==> src/hdl/eirq_params.svh <==
// Purpose: constants for the external interrupt detector
// Assumes: 32-bit AHB-Lite register words
// Notes:   offsets chosen for this block
`ifndef EIRQ_PARAMS_SVH
`define EIRQ_PARAMS_SVH
// =====================================================================
// register offsets
`define EIRQ_OFS_CAUSE_EN   12'h000
`define EIRQ_OFS_DETECT     12'h004
`define EIRQ_OFS_PORT_VAL   12'h008
`define EIRQ_OFS_DTP_MODE   12'h00C
`define EIRQ_OFS_CAUSE_RMW  12'h010
// =====================================================================
// fields and reset values
`define EIRQ_CAUSE_LSB      8
`define EIRQ_NCH            4
`define EIRQ_EN_RESET       4'h0
`define EIRQ_DET_RESET      8'h00
// =====================================================================
// interrupt numbers
`define EIRQ_IRQNUM_CH3     8'h10
`define EIRQ_IRQNUM_CH2     8'h10
`define EIRQ_IRQNUM_CH1     8'h0D
`define EIRQ_IRQNUM_CH0     8'h0B
`endif

==> src/hdl/eirq_pkg.sv <==
// Purpose: types for the external interrupt detector
// Assumes: nothing
// Notes:   detection mode encoding
package eirq_pkg;
  // ===================================================================
  // detection modes
  typedef enum logic [1:0] {
    EIRQ_LOW_LEVEL,
    EIRQ_HIGH_LEVEL,
    EIRQ_RISE_EDGE,
    EIRQ_FALL_EDGE
  } eirq_mode_e;
endpackage : eirq_pkg

==> src/hdl/eirq_top.sv <==
// Contract
// - in transfer-peripheral mode a channel's flag clears after one item.
// - a read-modify-write read of the cause flags returns all ones.
// - request n is high only while enable bit n and flag n are both 1.
// - enable bits 7..4 and detect bits 15..8 have no effect.
// - a detection match sets the flag whatever the enable bit.
// - the pin levels stay readable regardless of the enables.
// - channels map to interrupt numbers 16, 13 and 11 (ch2 unconfirmed).
// - detect field n sits at bits 2n+1 and 2n.
// - writing 0 to a flag clears it, writing 1 leaves it.
// - cause flags sit at bits 11..8, enables in the low byte.
//
// Purpose: four-channel external interrupt detector with AHB-Lite regs
// Assumes: pins synchronous to sys_clk; single word transfers
// Notes:   zero-wait-state slave, response always OKAY
//
// The register addresses and the AHB-Lite interface to the registers were chosen for this implementation.
`timescale 1ns/10ps
`include "eirq_params.svh"
module eirq_top
  import eirq_pkg::*;
#(
  parameter int NCH = `EIRQ_NCH
)(
  // clock and reset
  input  wire logic        sys_clk,
  input  wire logic        nrst,
  // ahb-lite slave
  input  wire logic        hsel,
  input  wire logic [11:0] haddr,
  input  wire logic [1:0]  htrans,
  input  wire logic        hwrite,
  input  wire logic [2:0]  hsize,
  input  wire logic        hready,
  input  wire logic [31:0] hwdata,
  output logic [31:0]      hrdata,
  output logic             hreadyout,
  output logic             hresp,
  // pins and transfer service
  input  wire logic [3:0]  ext_irq_pin,
  input  wire logic [3:0]  xfer_done,
  // requests and transfer-peripheral mode
  output logic [3:0]       irq_req,
  output logic [3:0]       transfer_peripheral_mode
);
  // ===================================================================
  // state
  logic [3:0]  irq_cause_reg,  irq_cause_next;
  logic [3:0]  irq_enable_reg, irq_enable_next;
  logic [7:0]  detect_condition_reg, detect_condition_next;
  logic [3:0]  dtp_reg, dtp_next;
  logic [3:0]  irq_req_reg, irq_req_next;
  logic [31:0] hrdata_reg, hrdata_next;
  logic        wr_pend_reg, wr_pend_next;
  logic [11:0] wr_addr_reg, wr_addr_next;
  logic        hreadyout_reg, hreadyout_next;
  logic        hresp_reg, hresp_next;
  logic [3:0]  hit;
  logic        rd_take;
  logic        wr_take;

  // ===================================================================
  // per-channel detectors
  genvar g;
  generate
    for (g = 0; g < NCH; g++) begin : gen_ch
      eirq_detect_ch u_det (
        .sys_clk (sys_clk),
        .nrst    (nrst),
        .pin     (ext_irq_pin[g]),
        .mode    (detect_condition_reg[2*g+1:2*g]),
        .hit     (hit[g])
      );
    end
  endgenerate

  // ===================================================================
  // bus decode
  assign rd_take = hsel && hready && htrans[1] && !hwrite;
  assign wr_take = hsel && hready && htrans[1] && hwrite;

  // ===================================================================
  // next-state logic
  always_comb begin
    irq_cause_next        = irq_cause_reg;
    irq_enable_next       = irq_enable_reg;
    detect_condition_next = detect_condition_reg;
    dtp_next              = dtp_reg;
    wr_pend_next          = wr_take;
    wr_addr_next          = wr_take ? haddr : wr_addr_reg;
    hrdata_next           = 32'h0000_0000;
    hreadyout_next        = 1'b1;
    hresp_next            = 1'b0;
    if (wr_pend_reg) begin
      if (wr_addr_reg == `EIRQ_OFS_CAUSE_EN) begin
        irq_enable_next = hwdata[3:0];
        irq_cause_next  = irq_cause_reg & hwdata[11:8];
      end else if (wr_addr_reg == `EIRQ_OFS_CAUSE_RMW) begin
        irq_cause_next  = irq_cause_reg & hwdata[11:8];
      end else if (wr_addr_reg == `EIRQ_OFS_DETECT) begin
        detect_condition_next = hwdata[7:0];
      end else if (wr_addr_reg == `EIRQ_OFS_DTP_MODE) begin
        dtp_next = hwdata[3:0];
      end
    end
    irq_cause_next = irq_cause_next & ~(dtp_reg & xfer_done);
    irq_cause_next = irq_cause_next | hit;
    if (rd_take) begin
      if (haddr == `EIRQ_OFS_CAUSE_EN) begin
        hrdata_next = {20'h00000, irq_cause_reg, 4'h0,
                       irq_enable_reg};
      end else if (haddr == `EIRQ_OFS_CAUSE_RMW) begin
        hrdata_next = {20'h00000, 4'hF, 4'h0, irq_enable_reg};
      end else if (haddr == `EIRQ_OFS_DETECT) begin
        hrdata_next = {24'h000000, detect_condition_reg};
      end else if (haddr == `EIRQ_OFS_PORT_VAL) begin
        hrdata_next = {28'h0000000, ext_irq_pin};
      end else if (haddr == `EIRQ_OFS_DTP_MODE) begin
        hrdata_next = {28'h0000000, dtp_reg};
      end
    end
    irq_req_next = irq_cause_next & irq_enable_next;
  end

  // ===================================================================
  // registers
  always_ff @(posedge sys_clk or negedge nrst) begin
    if (!nrst) begin
      irq_cause_reg        <= 4'h0;
      irq_enable_reg       <= `EIRQ_EN_RESET;
      detect_condition_reg <= `EIRQ_DET_RESET;
      dtp_reg              <= 4'h0;
      irq_req_reg          <= 4'h0;
      hrdata_reg           <= 32'h0000_0000;
      wr_pend_reg          <= 1'b0;
      wr_addr_reg          <= 12'h000;
      hreadyout_reg        <= 1'b1;
      hresp_reg            <= 1'b0;
    end else begin
      irq_cause_reg        <= irq_cause_next;
      irq_enable_reg       <= irq_enable_next;
      detect_condition_reg <= detect_condition_next;
      dtp_reg              <= dtp_next;
      irq_req_reg          <= irq_req_next;
      hrdata_reg           <= hrdata_next;
      wr_pend_reg          <= wr_pend_next;
      wr_addr_reg          <= wr_addr_next;
      hreadyout_reg        <= hreadyout_next;
      hresp_reg            <= hresp_next;
    end
  end

  // ===================================================================
  // outputs; request n goes to the fixed interrupt number in the params header
  assign irq_req                  = irq_req_reg;
  assign transfer_peripheral_mode = dtp_reg;
  assign hrdata                   = hrdata_reg;
  assign hreadyout                = hreadyout_reg;
  assign hresp                    = hresp_reg;

  // ===================================================================
  // checks
  chk_req_gate: assert property (
    @(posedge sys_clk) disable iff (!nrst)
    irq_req == (irq_cause_reg & irq_enable_reg))
    else $error("request not flag and enable");

  chk_flag_set: assert property (
    @(posedge sys_clk) disable iff (!nrst)
    hit[0] |=> irq_cause_reg[0])
    else $error("match did not set flag");

  chk_dtp_clear: assert property (
    @(posedge sys_clk) disable iff (!nrst)
    (dtp_reg[1] && xfer_done[1] && !hit[1]) |=> !irq_cause_reg[1])
    else $error("transfer did not clear flag");

  chk_rmw_ones: assert property (
    @(posedge sys_clk) disable iff (!nrst)
    (rd_take && haddr == `EIRQ_OFS_CAUSE_RMW) |=> hrdata[11:8] == 4'hF)
    else $error("rmw read not all ones");

  chk_write_clear: assert property (
    @(posedge sys_clk) disable iff (!nrst)
    (wr_pend_reg && wr_addr_reg == `EIRQ_OFS_CAUSE_EN && !hwdata[8]
     && !hit[0]) |=> !irq_cause_reg[0])
    else $error("write zero did not clear");

  chk_write_keep: assert property (
    @(posedge sys_clk) disable iff (!nrst)
    (wr_pend_reg && irq_cause_reg[2] && hwdata[10]
     && !(dtp_reg[2] && xfer_done[2])) |=> irq_cause_reg[2])
    else $error("write one changed flag");

  chk_pin_read: assert property (
    @(posedge sys_clk) disable iff (!nrst)
    (rd_take && haddr == `EIRQ_OFS_PORT_VAL)
    |=> hrdata[3:0] == $past(ext_irq_pin))
    else $error("pin read wrong");

  chk_upper_zero: assert property (
    @(posedge sys_clk) disable iff (!nrst)
    hrdata[31:12] == 20'h00000 && hrdata[7:4] == 4'h0)
    else $error("unimplemented bits visible");

  chk_rise_edge: assert property (
    @(posedge sys_clk) disable iff (!nrst)
    ($past(nrst) && detect_condition_reg[7:6] == 2'b10 && ext_irq_pin[3]
     && !$past(ext_irq_pin[3])) |-> hit[3])
    else $error("rising edge missed");

  chk_det_write: assert property (
    @(posedge sys_clk) disable iff (!nrst)
    (wr_pend_reg && wr_addr_reg == `EIRQ_OFS_DETECT)
    |=> detect_condition_reg == $past(hwdata[7:0]))
    else $error("detect write wrong");

  chk_en_write: assert property (
    @(posedge sys_clk) disable iff (!nrst)
    (wr_pend_reg && wr_addr_reg == `EIRQ_OFS_CAUSE_EN)
    |=> irq_enable_reg == $past(hwdata[3:0]))
    else $error("enable write wrong");

  chk_rmw_en_keep: assert property (
    @(posedge sys_clk) disable iff (!nrst)
    (wr_pend_reg && wr_addr_reg == `EIRQ_OFS_CAUSE_RMW)
    |=> irq_enable_reg == $past(irq_enable_reg))
    else $error("rmw write changed enables");

  chk_cause_read: assert property (
    @(posedge sys_clk) disable iff (!nrst)
    (rd_take && haddr == `EIRQ_OFS_CAUSE_EN)
    |=> (hrdata[11:8] == $past(irq_cause_reg)
         && hrdata[3:0] == $past(irq_enable_reg)))
    else $error("cause read wrong");

  chk_det_read: assert property (
    @(posedge sys_clk) disable iff (!nrst)
    (rd_take && haddr == `EIRQ_OFS_DETECT)
    |=> hrdata[7:0] == $past(detect_condition_reg))
    else $error("detect read wrong");

  chk_dtp_read: assert property (
    @(posedge sys_clk) disable iff (!nrst)
    (rd_take && haddr == `EIRQ_OFS_DTP_MODE)
    |=> hrdata[3:0] == $past(dtp_reg))
    else $error("mode read wrong");

  chk_idle_zero: assert property (
    @(posedge sys_clk) disable iff (!nrst)
    !rd_take |=> hrdata == 32'h0000_0000)
    else $error("read data outside data phase");

  chk_bus_okay: assert property (
    @(posedge sys_clk) disable iff (!nrst)
    hreadyout && !hresp)
    else $error("bus not ready or not okay");

  chk_dtp_out: assert property (
    @(posedge sys_clk) disable iff (!nrst)
    transfer_peripheral_mode == dtp_reg)
    else $error("mode output wrong");

  // ===================================================================
  // per-channel checks
  generate
    for (g = 0; g < NCH; g++) begin : gen_chk
      chk_ch_set: assert property (
        @(posedge sys_clk) disable iff (!nrst)
        hit[g] |=> irq_cause_reg[g])
        else $error("channel match did not set flag");

      chk_ch_dtp: assert property (
        @(posedge sys_clk) disable iff (!nrst)
        (dtp_reg[g] && xfer_done[g] && !hit[g])
        |=> !irq_cause_reg[g])
        else $error("channel transfer did not clear flag");

      chk_ch_req: assert property (
        @(posedge sys_clk) disable iff (!nrst)
        irq_req[g] |-> (irq_cause_reg[g] && irq_enable_reg[g]))
        else $error("channel request without flag and enable");

      chk_ch_hold: assert property (
        @(posedge sys_clk) disable iff (!nrst)
        (!hit[g] && !wr_pend_reg && !(dtp_reg[g] && xfer_done[g]))
        |=> irq_cause_reg[g] == $past(irq_cause_reg[g]))
        else $error("channel flag changed by itself");

      chk_ch_wclr: assert property (
        @(posedge sys_clk) disable iff (!nrst)
        (wr_pend_reg && (wr_addr_reg == `EIRQ_OFS_CAUSE_EN
                         || wr_addr_reg == `EIRQ_OFS_CAUSE_RMW)
         && !hwdata[8+g] && !hit[g]) |=> !irq_cause_reg[g])
        else $error("channel write zero did not clear");

      chk_ch_wkeep: assert property (
        @(posedge sys_clk) disable iff (!nrst)
        (wr_pend_reg && irq_cause_reg[g] && hwdata[8+g]
         && !(dtp_reg[g] && xfer_done[g])) |=> irq_cause_reg[g])
        else $error("channel write one changed flag");

      chk_ch_low: assert property (
        @(posedge sys_clk) disable iff (!nrst)
        (detect_condition_reg[2*g+1:2*g] == 2'b00 && !ext_irq_pin[g])
        |=> irq_cause_reg[g])
        else $error("low level missed");

      chk_ch_high: assert property (
        @(posedge sys_clk) disable iff (!nrst)
        (detect_condition_reg[2*g+1:2*g] == 2'b01 && ext_irq_pin[g])
        |=> irq_cause_reg[g])
        else $error("high level missed");

      chk_ch_rise: assert property (
        @(posedge sys_clk) disable iff (!nrst)
        ($past(nrst) && detect_condition_reg[2*g+1:2*g] == 2'b10
         && ext_irq_pin[g] && !$past(ext_irq_pin[g]))
        |=> irq_cause_reg[g])
        else $error("channel rising edge missed");

      chk_ch_fall: assert property (
        @(posedge sys_clk) disable iff (!nrst)
        ($past(nrst) && detect_condition_reg[2*g+1:2*g] == 2'b11
         && !ext_irq_pin[g] && $past(ext_irq_pin[g]))
        |=> irq_cause_reg[g])
        else $error("channel falling edge missed");
    end
  endgenerate
endmodule : eirq_top

==> src/hdl/eirq_detect_ch.sv <==
// Purpose: one-channel level/edge detector
// Assumes: pin synchronous to sys_clk
// Notes:   hit is combinational from the pin and the registered previous level
`timescale 1ns/10ps
`include "eirq_params.svh"
module eirq_detect_ch
  import eirq_pkg::*;
(
  // clock and reset
  input  wire logic       sys_clk,
  input  wire logic       nrst,
  // pin and mode
  input  wire logic       pin,
  input  wire logic [1:0] mode,
  // result
  output logic            hit
);
  logic prev_reg;
  logic prev_next;

  // ===================================================================
  // previous level
  always_comb begin
    prev_next = pin;
  end

  always_ff @(posedge sys_clk or negedge nrst) begin
    if (!nrst) begin
      prev_reg <= 1'b0;
    end else begin
      prev_reg <= prev_next;
    end
  end

  // ===================================================================
  // mode decode
  always_comb begin
    case (eirq_mode_e'(mode))
      EIRQ_LOW_LEVEL:  hit = !pin;
      EIRQ_HIGH_LEVEL: hit = pin;
      EIRQ_RISE_EDGE:  hit = pin && !prev_reg;
      default:         hit = !pin && prev_reg;
    endcase
  end
endmodule : eirq_detect_ch

==> config.mk <==
export PLATFORM = sky130hd
export DESIGN_NAME = eirq_top
export DESIGN_NICKNAME = d
export VERILOG_FILES = /design/src/hdl/eirq_pkg.sv /design/src/hdl/eirq_top.sv /design/src/hdl/eirq_detect_ch.sv
export VERILOG_INCLUDE_DIRS = /design/src /design/src/hdl
export SDC_FILE = /design/constraint.sdc
export NUM_CORES = 1
export LEC_CHECK = 0
export BUFFER_PORTS_ARGS = -buffer_cell sky130_fd_sc_hd__buf_2
export CAP_MARGIN = 40
export CORE_AREA = 2 2 74 93
export CTS_CLUSTER_SIZE = 12
export DETAILED_ROUTE_END_ITERATION = 8
export DIE_AREA = 0 0 76 95
export PLACE_DENSITY = 0.67
export SYNTH_ARGS = -nofsm -noshare
export SYNTH_HDL_FRONTEND = slang
export SYNTH_HIERARCHICAL = 1
export SYNTH_SLANG_ARGS = --single-unit
==> constraint.sdc <==
create_clock -name sys_clk -period 2.06 [get_ports sys_clk]
set_input_delay 0.206 -clock sys_clk [delete_from_list [all_inputs] [get_ports sys_clk]]
set_output_delay 0.206 -clock sys_clk [all_outputs]
set_load 0.02 [all_outputs]
# Word level (Yosys, flattened, before mapping)
# Index checks and enable logic that the tools add are counted.
# W data, S select, Z words.
[totals]
word_cells = 80
ff_bits = 73
input_bits = 62
output_inout_bits = 42
[op_classes]
n_mux = 15
reduce_logical = 29
n_eq_ne = 15
bitwise_logic = 9
[ops]
columns = ["operator", "n"]
rows = [
  ["$eq A12 B4 Y1 const B", 3],
  ["$mux W12", 3],
  ["$mux W4", 7],
  ["$eq A12 B3 Y1 const B", 2],
  ["$eq A12 B5 Y1 const B", 2],
  ["$logic_not A12 Y1", 2],
  ["$and A4 B4 Y4", 4],
  ["$logic_and A1 B1 Y1", 12],
  ["$pmux W1 S3", 4],
  ["$logic_not A1 Y1", 9],
  ["$eq A2 B1 Y1 const B", 4],
  ["$eq A2 B2 Y1 const B", 4],
  ["$logic_not A2 Y1", 4],
  ["$mux W8", 1],
  ["$reduce_and A5 Y1", 1],
  ["$not A4 Y4", 1],
  ["$or A4 B4 Y4", 1],
  ["$reduce_and A4 Y1", 1],
  ["$not A1 Y1", 3],
]

# Logic depth before layout (Yosys ltp)
[logic_depth]
depth_word = 7
depth_mapped = 5
mapped_depth_nobuf = 4

# Modules after synthesis
# Netlist, hierarchy kept.
[by_module_without_submodules]
columns = ["module", "seq_area_each_um2", "area_per_inst_um2", "n_inst", "cells_each"]
rows = [
  ["eirq_top", 1226.2, 2200.9, 1, 179],
  ["eirq_detect_ch", 25.0, 66.3, 4, 5],
]

# Worst setup path before layout
# No wires, ideal clock.
[synth_path]
kind = "flip-flop to flip-flop"
start = "register wr_addr_reg[7]"
end = "register detect_condition_reg[0]"
path_stages_with_launch = 5
arrival_ps = 1613
path_buffers = 0
slack_ps = 322
required_ps = 1935
period_less_slack_ps = 1738
setup_ps = 125
cell_sequence = "dfrtp_1 > nor4b_4 > nand3_2 > nor4b_4 > mux2_2"
[synth_via]
elab_chain_cells = 3
word_cells_on_any_way = 6
cone_classes = "eq/ne (2); bitwise (2); reduce/logical (2)"
[synth_rtl]
columns = ["element", "line", "text"]
rows = [
  ["start, declared", "eirq_top.sv:55", "logic [11:0] wr_addr_reg, wr_addr_next;"],
  ["start signal, assigned", "eirq_top.sv:147", "wr_addr_reg <= wr_addr_next;"],
  ["$eq A12 B5 Y1 (no source line) / $logic_not A12 Y1 (equally long branches)", "--", ""],
  ["$not A1 Y1 (no source line)", "--", ""],
  ["$reduce_and A4 Y1 (no source line) (*)", "--", ""],
  ["end signal, assigned", "eirq_top.sv:131", "detect_condition_reg <= `EIRQ_DET_RESET;"],
  ["end signal, assigned", "eirq_top.sv:142", "detect_condition_reg <= detect_condition_next;"],
  ["end, declared", "eirq_top.sv:50", "logic [7:0] detect_condition_reg, detect_condition_next;"],
]
# Mark *: on every way between the ends. The rest lies on a longest branch, timed or not.
# A chain may end at the register's enable or synchronous reset.

# Final worst setup path
[layout_path]
start = "register wr_addr_reg[9]"
end = "register detect_condition_reg[6]"
# Same word-level chain as after synthesis.

==> out/results.md <==
| Parameter | This run |
|---|---|
| Length of routed met2 wiring | 2536 um |
| Data arrival time of the critical path | 2070 ps |
| DRC violation count after routing | 0 |
| Number of standard cells after synthesis | 199 |
| Power density over the cells | 722.2 nW/um2 |
| Number of buffers created by CTS | 5 |
| Capture endpoint of the worst hold path | gen_ch[1].u_det/prev_reg |
| Pin count of the biggest net entering global routing | 29 |
| Final Skew | 4.781 ps |
| Area leader, netlist | sky130_fd_sc_hd__dfrtp_1 |
| Fin crit share | 91.16% |
| Tot GR Track Use | 14.72% |
| Length of routed wiring on met1 | 2149 um |
| Initial Utilization | 38.53% |
| Core area | 6400 um2 |
| Hold violation total from the final report | 0 |
| Cell types occupying the most area after synthesis | sky130_fd_sc_hd__dfrtp_1 (54%), sky130_fd_sc_hd__mux2_2 (13%), sky130_fd_sc_hd__buf_4 (6.7%) |
| Leading cell types in the layout, fill and taps excluded | sky130_fd_sc_hd__buf_2 (57), sky130_fd_sc_hd__dfrtp_1 (53), sky130_fd_sc_hd__mux2_2 (28), sky130_fd_sc_hd__conb_1 (22), sky130_fd_sc_hd__inv_1 (11) |
| Antenna violations before repair | 0 |
| Worst reg2reg path endpoint | detect_condition_reg[6] |
| Final net count | 325 |
| Source of the worst hold timing path | ext_irq_pin[1] |
| Via-per-instance ratio | 4.798 |
| I/O pins | 104 |
| Via count of the first global-routing pass | 1681 |
| Met3 Wirelength | 227 um |
| Top layer used by detailed routing | met4 |
| Number of clock sinks seen by CTS | 53 |
| Distinct cell type count of the synthesized netlist | 34 |
| Most common library cell in the layout ignoring fill and taps | sky130_fd_sc_hd__buf_2 |
| Async set or reset register ratio after synthesis | 100.0% |
| Maximum frequency from static timing analysis | 0.5325 GHz |
| Tightest slew margin relative to the limit | 59.97% |
| Layout cell share with drive strength beyond 1 | 40.15% |
| Result of the run | finished, final reports clean |
| Number of I/O port buffers | 57 |
| RSZ-0062 raised after global routing | no |
| Number of standard-cell rows in the floorplan | 33 |
| Latest clock arrival within the worst-skew pair | 300 ps |
| Leakage Power | 0.001431 uW |
| Final Routed Wirelength | 5002 um |
| Inserted Diodes | 0 |
| Critical Path Start Type | register |
| First-pass GRT wire length | 8300 um |
| Number of vias after detailed routing | 1684 |
| CTS tree | yes |
| Yosys top cell area share | 53.78% |
| Leftover overflow at the end of global routing | 0 |
| HP Class | input pin to register |
| Growth of design area from synthesis to finish | 18.11% |
| Root Buffer | sky130_fd_sc_hd__clkbuf_8 |
| Crit end category | register |
| DR iter-0 viols | 54 |
| Minimum clock period | 1878 ps |
| Vertical extent of the die | 95 um |
| Slew at the pin closest to its max-slew limit | 600.5 ps |
| Synth warnings | 6 |
| Fill cell instance count of the final layout | 624 |
| Clock transition at the registers of the reported paths | 90 ps |
| Iteration count of the initial detailed-routing pass | 4 |
| Die outline area | 7220 um2 |
| Post-DP HPWL | 3784 um |
| Reg2reg start | wr_addr_reg[9] |
| DIE WIDTH | 76 um |
| Worst R2R Setup Slack | 180 ps |
| Largest fanout on the critical path | 8 |
| Flip-flop and latch count after synthesis | 53 |
| Maximum level of the CTS H-tree | 2 |
| Reported max-cap violation count | 0 |
| Synthesized area per cell | 12.39 um2 |
| IR drop worst, VDD | 0.4997 mV |
| Placed cell areas | 2801 um2 |
| Final setup viols | 0 |
| Total standard cell area after synthesis | 2466 um2 |
| Number of max-slew violations in the final report | 0 |
| Hold-critical path depth | 1 |
| Sequential element share of the synthesized area | 53.78% |
| Final standard cell area without fillers | 2913 um2 |
| CP Data Required Time | 2260 ps |
| Max Root-Sink Buffers | 2 |
| EDFF count, synth | 0 |
| Post-route setup TNS | 0 ps |
| Final weighted congestion in routability-driven placement | 0.7273 |
| Setup Crit Path Kind | register to register |
| Average wire per standard cell | 14.25 um |
| Residual antenna-violating net count after detailed routing | 0 |
| Number of cells traversed by the worst register-to-register path | 5 |
| Resize count post-CTS | 0 |
| Prevailing post-synth register cell | sky130_fd_sc_hd__dfrtp_1 |
power by group:
part           switching (uW)  internal (uW)  total, uW
logic                     152            124        276
clock network             332            304        636
registers                70.2           1120       1190
total                     554           1550       2100
what timing repair did:
| action | 4_1_cts | 5_1_grt |
|---|---|---|
| buffers inserted | 0 | 0 |
| hold buffers | 1 | 0 |
| hold endpoints to repair | 25 | 0 |
worst max path at each step:
| stage | to | slack [ps] | start | depth (start not counted) |
|---|---|---|---|---|
| floorplan | detect_condition_reg[0] | 320 | wr_addr_reg[7] | 4 |
| global placement | hrdata[6] | 260 | haddr[5] | 5 |
| detailed placement | detect_condition_reg[6] | 230 | wr_addr_reg[9] | 5 |
| CTS | detect_condition_reg[6] | 200 | wr_addr_reg[9] | 5 |
| global route | detect_condition_reg[0] | 70 | wr_addr_reg[10] | 5 |
| finish | detect_condition_reg[6] | 180 | wr_addr_reg[9] | 5 |
cells by family after synthesis:
kind of cell / share of synthesized area [%]
DFF: 53.78
and+or+nand+nor: 14.61
buffers and inverters: 8.828
muxes: 12.79
AOI/OAI and AO/OA: 8.270
xor gates and xnor gates: 1.420
other: 0.3045
critical path: stages (launching register included):
cell                      delay (ps)
sky130_fd_sc_hd__dfrtp_1         400
sky130_fd_sc_hd__nor3_1          390
sky130_fd_sc_hd__nand3_2         180
sky130_fd_sc_hd__nor4b_4         240
sky130_fd_sc_hd__buf_4           220
sky130_fd_sc_hd__mux2_2          350
cell type report:
type / count / area (um2) / share of cell area [%]
inverter: 11 / 41.29 / 1.418
tap: 87 / 108.9 / 3.737
sequential: 53 / 1326 / 45.53
clock inverter: 1 / 5.005 / 0.1718
clock buffer: 7 / 96.34 / 3.308
multi-input combinational: 130 / 997.2 / 34.24
timing repair buffer: 62 / 337.8 / 11.60
layer usage:
layer,GRT usage (%),vias to the layer above
li1,-,789
met1,18.57,826
met2,25.37,59
met3,3.155,10
met4,5.000,0
met5,0,-
through the flow:
stage / setup slack, ps / cells / utilization [%] / hold slack (ps) / power, uW
finish: 182.1 / 351 / 45.51 / 68.95 / 2104
global route: 72.47 / 351 / 45.51 / 66.03 / 2202
CTS: 196.7 / 351 / 45.51 / 63.77 / 2121
detailed placement: 231.5 / 342 / 43.77 / 252.5 / 1487
global placement: 264.8 / 342 / 43.77 / 238.1 / 1473
floorplan: 321.9 / 219 / - / -89.59 / 1399
cell usage after synthesis, drive strengths merged (2+ instances only):
library cell / n
a21boi: 4
a22oi: 3
and2: 4
buf: 23
clkbuf: 2
conb: 2
dfrtp: 53
inv: 11
mux2: 28
nand2: 10
nand2b: 2
nand3: 6
nand4b: 4
nand4bb: 5
nor2: 5
nor3: 6
nor4b: 3
o211ai: 8
o21a: 4
o221ai: 3
xor2: 4
Power figures use the tool's default switching activity.
